--- config.mk ---
export PLATFORM = sky130hd
export DESIGN_NAME = fao_ctrl
export DESIGN_NICKNAME = d
export VERILOG_FILES = /design/src/hw/fao_pkg.sv /design/src/hw/fao_ctrl.sv
export SDC_FILE = /design/constraint.sdc
export NUM_CORES = 1
export LEC_CHECK = 0
export ABC_AREA = 0
export BUFFER_PORTS_ARGS = -buffer_cell sky130_fd_sc_hd__buf_2
export CAP_MARGIN = 20
export CORE_ASPECT_RATIO = 0.5
export CORE_MARGIN = 2
export CORE_UTILIZATION = 29
export CTS_CLUSTER_DIAMETER = 40
export DETAILED_ROUTE_END_ITERATION = 7
export PLACE_DENSITY_LB_ADDON = 0.3
export SLEW_MARGIN = 0
export SYNTH_ARGS = -nofsm -noshare
export SYNTH_HDL_FRONTEND = slang
export SYNTH_SLANG_ARGS = --single-unit
--- constraint.sdc ---
create_clock -name mclk -period 10.8 [get_ports mclk]
set_input_delay 1.08 -clock mclk [delete_from_list [all_inputs] [get_ports mclk]]
set_output_delay 1.08 -clock mclk [all_outputs]
set_load 0.03 [all_outputs]
--- src/hw/fao_pkg.sv ---
// fao_pkg: constants, modes and carrier types of the fire alarm output control
// assumes one 20 MHz system clock; all long times are counted in one-second ticks
package fao_pkg;

  localparam int NZ = 8;
  localparam int NOUT = 3;
  localparam int OUT_SIG = 0;
  localparam int OUT_ROUTE = 1;
  localparam int OUT_PROT = 2;

  localparam int CLK_HZ = 20_000_000;
  localparam int TICK_S = 1;
  localparam int TICK_CYC = CLK_HZ * TICK_S;
  localparam int FIELD_S = 30;
  localparam logic [4:0] FIELD_TICKS = 5'(FIELD_S / TICK_S - 1);
  localparam int SEC_PER_MIN = 60;
  localparam logic [3:0] DLY_MAX_MIN = 4'hA;

  localparam logic [2:0] LVL_OP = 3'h1;
  localparam logic [2:0] LVL_AUTH = 3'h2;
  localparam logic [2:0] LVL_CFG = 3'h3;
  localparam logic [2:0] LVL_TOP = 3'h4;

  localparam int REC_FAULT = 0;
  localparam int REC_DISABLE = 1;
  localparam int REC_TEST = 2;
  localparam int REC_SUPV = 3;

  typedef enum logic [1:0] {REACT_NONE, REACT_OTHER, REACT_SAME} fao_react_t;
  typedef enum logic {ST_RUN, ST_RESET} fao_st_t;

  typedef struct packed {
    fao_react_t react;
    logic sep_window;
    logic timer_en;
    logic [NOUT-1:0][3:0] dly_min;
    logic [NOUT-1:0] sel_det;
    logic [NOUT-1:0] sel_mcp;
    logic [NOUT-1:0][NZ-1:0] sel_zone;
  } fao_cfg_t;

  typedef struct packed {
    logic silence;
    logic reveal;
    logic [3:0] recall;
    logic reset;
    logic sig_dis;
    logic sig_en;
    logic override;
    logic dly_on;
    logic dly_off;
  } fao_ops_t;

  typedef struct packed {
    logic fire;
    logic sounder;
    logic sig_ind;
    logic route_ind;
    logic prot_ind;
    logic dly_on_ind;
    logic dly_run_ind;
    logic reset_busy;
    logic lamps_shown;
    logic other_shown;
    logic fields_shown;
    logic [3:0] recall_shown;
    logic sig_disabled;
  } fao_ind_t;

endpackage

--- src/hw/fao_ctrl.sv ---
// fao_ctrl: fire alarm condition, silencing, reset, delayed outputs, indications
// assumes operator requests are one-cycle pulses synchronous to mclk
`timescale 1ns/1ps
`default_nettype none

// Overview of operation
// - silence control at level 1 or 2 silences sounder and signalling output
// - sounder is never silenced automatically
// - silenced sounder re-sounds on a new zone, or same zone if configured
// - hidden fault/disable/test lamps revealed by level 1 or 2 operation
// - unrelated display info hidden in alarm unless separate window; recalls independent
// - temporarily hidden alarm fields return within 30 s
// - alarm condition left only by reset control at level 2
// - conditions still justified re-enter within 60 s after reset
// - reset completes, or shows progress, within 20 s
// - mandatory outputs within 3 s of alarm unless delayed
// - mandatory outputs within 10 s of a call point unless delayed
// - signalling devices disabled and re-enabled only at level 2
// - signalling re-activation modes: none, other zone, same zone
// - signalling activation shown on a never-hidden common indicator
// - routing transmission or acknowledgement indication latched until reset
// - protection output transmission shown on a common never-hidden red indicator
// - protection confirmation shown steady, transmission flashing, same indicator
// - delays set at level 3 in whole minutes up to 10
// - delay sources per output: detectors, call points, zones; routing no call points
// - level 1 action or call point cancels delays at once
// - each output delay runs on its own
// - delays switched at level 2 or by timer; on and running indicators
module fao_ctrl #(
  parameter int TICK_CYC = fao_pkg::TICK_CYC
) (
  // clock and reset
  input wire logic mclk,
  input wire logic rst,
  // operator panel
  input wire logic [2:0] acc_lvl,
  input wire fao_pkg::fao_ops_t ops,
  input wire logic timer_dly_on,
  input wire logic cfg_we,
  input wire fao_pkg::fao_cfg_t cfg_in,
  // alarm and feedback inputs
  input wire logic [fao_pkg::NZ-1:0] det_alarm,
  input wire logic [fao_pkg::NZ-1:0] mcp_alarm,
  input wire logic [fao_pkg::NZ-1:0] same_zone_evt,
  input wire logic route_ack,
  input wire logic prot_confirm,
  // equipment outputs
  output logic sig_drive,
  output logic route_drive,
  output logic prot_drive,
  // indications
  output var fao_pkg::fao_ind_t ind
);
  import fao_pkg::*;

  function automatic logic lvl_ok(input logic [2:0] lvl, input logic [2:0] lo, input logic [2:0] hi);
    return (lvl >= lo) && (lvl <= hi);
  endfunction

  ////////////////////////////////////////////////////////////////////////
  // one-second tick
  logic [31:0] tcnt, next_tcnt;
  logic tick, next_tick;
  logic blink, next_blink;

  always_comb begin
    next_tcnt = tcnt + 32'h1;
    next_tick = 1'b0;
    next_blink = blink;
    if (tcnt >= 32'(TICK_CYC - 1)) begin
      next_tcnt = '0;
      next_tick = 1'b1;
      next_blink = ~blink;
    end
  end

  always_ff @(posedge mclk) begin
    if (rst) begin
      tcnt <= '0;
      tick <= 1'b0;
      blink <= 1'b0;
    end else begin
      tcnt <= next_tcnt;
      tick <= next_tick;
      blink <= next_blink;
    end
  end

  ////////////////////////////////////////////////////////////////////////
  // configuration, written only at level 3 or above
  fao_cfg_t cfg, next_cfg;

  always_comb begin
    next_cfg = cfg;
    if (cfg_we && lvl_ok(acc_lvl, LVL_CFG, LVL_TOP)) begin
      next_cfg = cfg_in;
      for (int k = 0; k < NOUT; k++) begin
        if (cfg_in.dly_min[k] > DLY_MAX_MIN) begin
          next_cfg.dly_min[k] = DLY_MAX_MIN;
        end
      end
    end
  end

  always_ff @(posedge mclk) begin
    if (rst) begin
      cfg <= '0;
    end else begin
      cfg <= next_cfg;
    end
  end

  ////////////////////////////////////////////////////////////////////////
  // alarm condition, silencing, reset and display
  fao_st_t st, next_st;
  logic [NZ-1:0] zones, next_zones;
  logic det_seen, next_det_seen;
  logic mcp_seen, next_mcp_seen;
  logic silenced, next_silenced;
  logic sig_sil, next_sig_sil;
  logic sig_dis, next_sig_dis;
  logic lamps, next_lamps;
  logic dly_man, next_dly_man;
  logic route_lat, next_route_lat;
  logic conf_lat, next_conf_lat;
  logic [3:0] recall, next_recall;
  logic fld_sup, next_fld_sup;
  logic [4:0] fld_cnt, next_fld_cnt;
  logic [NOUT-1:0] act_v, pend_v;

  wire logic ok12 = lvl_ok(acc_lvl, LVL_OP, LVL_AUTH);
  wire logic ok2up = lvl_ok(acc_lvl, LVL_AUTH, LVL_TOP);
  wire logic ok1up = lvl_ok(acc_lvl, LVL_OP, LVL_TOP);
  wire logic [NZ-1:0] zin = det_alarm | mcp_alarm;
  wire logic fire = |zones;
  wire logic new_any = |(zin & ~zones);
  wire logic same_any = |(same_zone_evt & zones);
  wire logic dly_on_w = cfg.timer_en ? timer_dly_on : dly_man;
  wire logic ovr = (ops.override && ok1up) || (|mcp_alarm);

  always_comb begin
    next_st = st;
    next_zones = zones;
    next_det_seen = det_seen;
    next_mcp_seen = mcp_seen;
    next_silenced = silenced;
    next_sig_sil = sig_sil;
    next_lamps = lamps;
    next_route_lat = route_lat;
    next_conf_lat = conf_lat;
    next_recall = recall;
    next_fld_sup = fld_sup;
    next_fld_cnt = fld_cnt;
    next_sig_dis = sig_dis;
    next_dly_man = dly_man;
    case (st)
      ST_RUN: begin
        next_zones = zones | zin;
        next_det_seen = det_seen | (|det_alarm);
        next_mcp_seen = mcp_seen | (|mcp_alarm);
        if (ops.silence && ok12 && fire) begin
          next_silenced = 1'b1;
          next_sig_sil = 1'b1;
        end
        // a new alarm beats a silence in the same cycle for the sounder, and for signalling unless react is REACT_NONE
        if (new_any || (same_any && cfg.react == REACT_SAME)) begin
          next_silenced = 1'b0;
        end
        if ((new_any && cfg.react != REACT_NONE) || (same_any && cfg.react == REACT_SAME)) begin
          next_sig_sil = 1'b0;
        end
        if (ops.reveal && ok12 && fire) begin
          next_lamps = 1'b1;
        end
        if (route_drive || route_ack) begin
          next_route_lat = 1'b1;
        end
        if (prot_confirm && fire) begin
          next_conf_lat = 1'b1;
        end
        if (fld_sup && tick) begin
          if (fld_cnt >= FIELD_TICKS) begin
            next_fld_sup = 1'b0;
            next_recall = '0;
          end else begin
            next_fld_cnt = fld_cnt + 5'h1;
          end
        end
        if ((|ops.recall) && ok12 && fire) begin
          next_recall = recall | ops.recall;
          next_fld_sup = 1'b1;
          next_fld_cnt = '0;
        end
        if (ops.reset && ok2up && fire) begin
          next_st = ST_RESET;
        end
      end
      ST_RESET: begin
        next_zones = '0;
        next_det_seen = 1'b0;
        next_mcp_seen = 1'b0;
        next_silenced = 1'b0;
        next_sig_sil = 1'b0;
        next_lamps = 1'b0;
        next_route_lat = 1'b0;
        next_conf_lat = 1'b0;
        next_recall = '0;
        next_fld_sup = 1'b0;
        next_fld_cnt = '0;
        // done at the next tick, far inside the permitted reset time
        if (tick) begin
          next_st = ST_RUN;
        end
      end
      default: next_st = ST_RUN;
    endcase
    // only an operator ever disables the signalling devices
    if (ops.sig_dis && ok2up) begin
      next_sig_dis = 1'b1;
    end else if (ops.sig_en && ok2up) begin
      next_sig_dis = 1'b0;
    end
    if (ops.dly_on && ok2up) begin
      next_dly_man = 1'b1;
    end else if (ops.dly_off && ok2up) begin
      next_dly_man = 1'b0;
    end
  end

  always_ff @(posedge mclk) begin
    if (rst) begin
      st <= ST_RUN;
      zones <= '0;
      det_seen <= 1'b0;
      mcp_seen <= 1'b0;
      silenced <= 1'b0;
      sig_sil <= 1'b0;
      sig_dis <= 1'b0;
      lamps <= 1'b0;
      dly_man <= 1'b0;
      route_lat <= 1'b0;
      conf_lat <= 1'b0;
      recall <= '0;
      fld_sup <= 1'b0;
      fld_cnt <= '0;
    end else begin
      st <= next_st;
      zones <= next_zones;
      det_seen <= next_det_seen;
      mcp_seen <= next_mcp_seen;
      silenced <= next_silenced;
      sig_sil <= next_sig_sil;
      sig_dis <= next_sig_dis;
      lamps <= next_lamps;
      dly_man <= next_dly_man;
      route_lat <= next_route_lat;
      conf_lat <= next_conf_lat;
      recall <= next_recall;
      fld_sup <= next_fld_sup;
      fld_cnt <= next_fld_cnt;
    end
  end

  ////////////////////////////////////////////////////////////////////////
  // per-output delay; each output has its own counter
  for (genvar k = 0; k < NOUT; k++) begin : g_out
    logic act, next_act;
    logic pend, next_pend;
    logic [9:0] cnt, next_cnt;
    wire logic mcp_src = cfg.sel_mcp[k] && mcp_seen && (k != OUT_ROUTE);
    wire logic src_hit = (cfg.sel_det[k] && det_seen) || mcp_src || (|(cfg.sel_zone[k] & zones));
    wire logic [9:0] limit = 10'(cfg.dly_min[k]) * 10'(SEC_PER_MIN);

    always_comb begin
      next_act = act;
      next_pend = pend;
      next_cnt = cnt;
      if (st == ST_RESET) begin
        next_act = 1'b0;
        next_pend = 1'b0;
        next_cnt = '0;
      end else if (fire && !act) begin
        if (!dly_on_w || !src_hit || ovr) begin
          next_act = 1'b1;
          next_pend = 1'b0;
        end else if (cnt >= limit) begin
          next_act = 1'b1;
          next_pend = 1'b0;
        end else begin
          next_pend = 1'b1;
          if (tick) begin
            next_cnt = cnt + 10'h001;
          end
        end
      end
    end

    always_ff @(posedge mclk) begin
      if (rst) begin
        act <= 1'b0;
        pend <= 1'b0;
        cnt <= '0;
      end else begin
        act <= next_act;
        pend <= next_pend;
        cnt <= next_cnt;
      end
    end

    assign act_v[k] = act;
    assign pend_v[k] = pend;
  end

  ////////////////////////////////////////////////////////////////////////
  // outputs and indications
  assign sig_drive = act_v[OUT_SIG] && !sig_dis && !sig_sil;
  assign route_drive = act_v[OUT_ROUTE];
  assign prot_drive = act_v[OUT_PROT];

  always_comb begin
    ind.fire = fire;
    ind.sounder = fire && !silenced && (st == ST_RUN);
    ind.sig_ind = sig_drive;
    ind.route_ind = route_lat;
    // steady for confirmation, flashing for transmission only
    ind.prot_ind = conf_lat || (prot_drive && blink);
    ind.dly_on_ind = dly_on_w;
    ind.dly_run_ind = |pend_v;
    ind.reset_busy = (st == ST_RESET);
    ind.lamps_shown = !fire || lamps;
    ind.other_shown = !fire || cfg.sep_window;
    ind.fields_shown = !fld_sup;
    ind.recall_shown = recall;
    ind.sig_disabled = sig_dis;
  end

  ////////////////////////////////////////////////////////////////////////
  // assertions
  a_silence_level: assert property (@(posedge mclk) disable iff (rst)
    $rose(silenced) |-> $past(ops.silence) && $past(ok12))
    else $error("silence latched without a level 1 or 2 request");

  a_no_auto_silence: assert property (@(posedge mclk) disable iff (rst)
    $fell(ind.sounder) && fire && st == ST_RUN && $past(st) == ST_RUN |-> $past(ops.silence) && $past(ok12))
    else $error("sounder silenced without the silence control");

  a_resound_zone: assert property (@(posedge mclk) disable iff (rst)
    st == ST_RUN && new_any && next_st == ST_RUN |=> ind.sounder)
    else $error("new zone did not re-sound the sounder");

  a_reset_enter: assert property (@(posedge mclk) disable iff (rst)
    st == ST_RUN && ops.reset && ok2up && fire |=> ind.reset_busy && !ind.sounder ##1 !fire)
    else $error("reset request not taken");

  a_alarm_exit: assert property (@(posedge mclk) disable iff (rst)
    $fell(fire) |-> $past(st) == ST_RESET)
    else $error("alarm condition left without reset");

  a_reset_short: assert property (@(posedge mclk) disable iff (rst)
    st == ST_RESET && tick |=> st == ST_RUN && !ind.reset_busy)
    else $error("reset not finished at the tick");

  a_rearm_alarm: assert property (@(posedge mclk) disable iff (rst)
    st == ST_RESET && tick ##1 (|zin) |=> fire)
    else $error("standing alarm not re-entered after reset");

  a_route_latch: assert property (@(posedge mclk) disable iff (rst)
    st == ST_RUN && next_st == ST_RUN && (route_ack || route_drive) |=> ind.route_ind [*2])
    else $error("routing indication not held");

  a_no_auto_disable: assert property (@(posedge mclk) disable iff (rst)
    $changed(sig_dis) |-> $past(ok2up) && ($past(ops.sig_dis) || $past(ops.sig_en)))
    else $error("signalling disable changed without level 2 request");

  a_override_now: assert property (@(posedge mclk) disable iff (rst)
    st == ST_RUN && next_st == ST_RUN && fire && ovr |=> act_v == {NOUT{1'b1}} && !ind.dly_run_ind)
    else $error("override did not activate all outputs");

  a_undelayed_out: assert property (@(posedge mclk) disable iff (rst)
    st == ST_RUN && next_st == ST_RUN && fire && !dly_on_w |=> act_v == {NOUT{1'b1}})
    else $error("undelayed outputs not active next cycle");

  a_fields_back: assert property (@(posedge mclk) disable iff (rst)
    st == ST_RUN && fld_sup && tick && fld_cnt >= FIELD_TICKS && !(|ops.recall) |=> ind.fields_shown)
    else $error("alarm fields not restored");

endmodule // fao_ctrl

`default_nettype wire

==> flow_metrics.tcl <==
set metrics [dict create \
    reg2reg_from "cfg[36]" \
    drc 0 \
    io_pins 110 \
    final.period_utilization_pct 43.4 \
    wl_per_cell_um 14.7 \
    fillers 2912 \
    num_antenna_cells 0 \
    hp-start "cfg[6]" \
    worstPathCellList "fa_1, fa_1, ha_1, a21o_1, a21oi_1, o21bai_1, a21oi_1, xor2_1, ha_1, and3_1, a221oi_1, o21ai_1, nor4_1, mux2i_1" \
    rows 43 \
    die-area_um2 29300 \
    cts_root_buffer "clkbuf_16" \
    cts_buffers 17 \
    track_usage_pct 15.1 \
    cts_hold_buffers 0 \
    cts_setup_buffers 0 \
    hpwl_um 16100 \
    antenna_found_initial 0 \
    dr.first_iter.drc_count 294 \
    endpoint_kind "flip-flop" \
    ir_drop_mv 0.0871 \
    routabilityCongestion 0.831 \
    start_kind "flip-flop" \
    ant_nets 0 \
    fin_skew_ns 0.0113 \
    cpPeakStageDelay_ns 0.60 \
    cts_htree_levels 4 \
    seq_area_frac_synth_pct 35.5 \
    ys_warn_count 0 \
    fmax_mhz 214 \
    coreArea_um2 27500 \
    hold_path_depth 2 \
    timing.rr.end "g_out[1].cnt[8]" \
    clock_path_buffers 2 \
    slew_headroom_pct 30.0 \
    grt_max_degree 46 \
    r2r_cells 14 \
    p_per_area_nw_per_um2 138 \
    globalRoute.totalOverflow 0 \
    cap_violations 0 \
    cts_sinks 143 \
    worstSkewPairLatency_ns 0.42 \
    cts_tree "built" \
    arrival_ns 5.04 \
    portBuffers 108 \
    synthFlopType "dfxtp_1" \
    slowest_stage "a221oi_1" \
    setup_viol 0 \
    outcome "complete, no violations" \
    grt_pass1_wl_um 34600 \
    drive_gt1_share_pct 15.0 \
    async_reset_ff_share_pct 0 \
    die_y_um 122 \
    reg2reg_slack_ns 6.12 \
    finalHoldViolations 0 \
    tightest_slew_ns 1.04 \
    grt_pass1_vias 7057 \
    initial_core_util_pct 29.3 \
    synth_area_per_cell_um2 8.44 \
    yosys_register_bits 143 \
    fin_tns_setup_ns 0 \
    drtPass1Iterations 7 \
    path_class "reg -> reg" \
    final_util_pct 34.8 \
    synth_cells 956 \
    yosys.cell_types.count 63 \
    slew_viol_final 0 \
    cp.required_ns 11.15 \
    layout_common_cells "143 x dfxtp_1, 142 x nand2_1, 108 x buf_2, 74 x nor2_1, 71 x a21oi_1" \
    hold_path.class "reg -> reg" \
    syn_area_um2 8070 \
    hold_end "cfg[6]" \
    crit_fanout 6 \
    fin_nets 1226 \
    final_common_cell "dfxtp_1" \
    dieWidth_um 240 \
    rsz0062_at_grt "no" \
    routed_wl_um 21300 \
    clkSlewWorstSetupHoldPaths_ns 0.07 \
    route.vias.total 7082 \
    via_per_inst 4.89 \
    period_needed_ns 4.68 \
    synth-edff-count 0 \
    area_delta_synth_final_pct 18.7 \
    leakage_nw 3.91 \
    cts_resized 0 \
]
[Yosys cell counts (24+ instances only)]
master / number / area [µm²]
nor4_1: 28 / 175
nand2_1: 142 / 533
ha_1: 66 / 826
mux2i_1: 27 / 270
clkbuf_1: 31 / 116
dfxtp_1: 143 / 2860
nor2_1: 75 / 282
xnor2_1: 24 / 210
nor3_1: 26 / 130
a21oi_1: 71 / 355
inv_1: 64 / 240
or3_1: 24 / 150
[report_power, final]
part,total [W],switching (W),internal (W)
Clock,0.000601,0.000251,0.000350
Sequential,0.000561,0.0000187,0.000543
Combinational,0.000157,0.000101,0.0000560
[layer usage]
| layer | GRT usage, % | share of wire, % | vias to the layer above |
|---|---|---|---|
| met3 | 2.74 | 2.8 | 31 |
| li1 | - | - | 3560 |
| met5 | 0 | 0 | - |
| met4 | 5.43 | 2.1 | 0 |
| met1 | 17.3 | 44 | 3383 |
| met2 | 28.3 | 51 | 108 |
[worst max-delay path, delay by kind of cell, from the launching register on]
family / cells / cell delay, ns
flip-flops: 1 / 0.47
XOR/XNOR: 1 / 0.20
adder cells (fa/ha/maj): 4 / 1.54
AND/OR/NAND/NOR: 2 / 0.57
multiplexers: 1 / 0.22
AO/OA/AOI/OAI: 6 / 1.62
[flip-flops by register name, summed over array words and instances (netlist names), 3 cells and up]
register / cells
recall: 4
fld_cnt: 5
tcnt: 32
zones: 8
g_out.pend: 3
g_out.cnt: 30
cfg: 45
[kinds of logic after synthesis]
family / after synthesis / share of synthesized area, %
adder cells (fa/ha/maj): 81 / 13.9
AO/OA/AOI/OAI: 173 / 14.0
other: 1 / 0.0465
multiplexers: 28 / 3.49
buffers and inverters: 105 / 5.36
flip-flops: 143 / 35.5
XOR/XNOR: 40 / 4.34
AND/OR/NAND/NOR: 385 / 23.3
[through the flow]
step                      hold WS [ns]  setup slack [ns]  instances  area [µm²]  total power [W]
final                            0.455              6.12       1449        9580          0.00132
after global placement           0.437              6.27       1417        8980         0.000727
after CTS                        0.457              6.10       1449        9580          0.00133
after global routing             0.480              5.77       1449        9580          0.00138
after floorplan                  0.426              6.87        962        8100         0.000670
after detailed placement         0.449              6.15       1417        8980         0.000730
[how the worst max path moves through the flow]
stage,end,slack [ns],from,cells after the start
floorplan,g_out[1].cnt[6],6.87,cfg[36],14
global placement,g_out[1].cnt[7],6.27,cfg[36],14
detailed placement,g_out[1].cnt[7],6.15,cfg[36],14
CTS,g_out[1].cnt[8],6.10,cfg[36],14
global route,g_out[1].cnt[8],5.77,cfg[36],14
finish,g_out[1].cnt[8],6.12,cfg[36],14
[cell type report]
type                       instances  area [µm²]  area share [%]
inverter                          65         244            2.55
timing repair buffer             113         578            6.03
clock inverter                    14         170            1.78
clock buffer                      18         429            4.48
multi-input combinational        714        4820            50.3
tap                              382         478            4.99
sequential                       143        2860            29.9
Power figures use the tool's default switching activity.
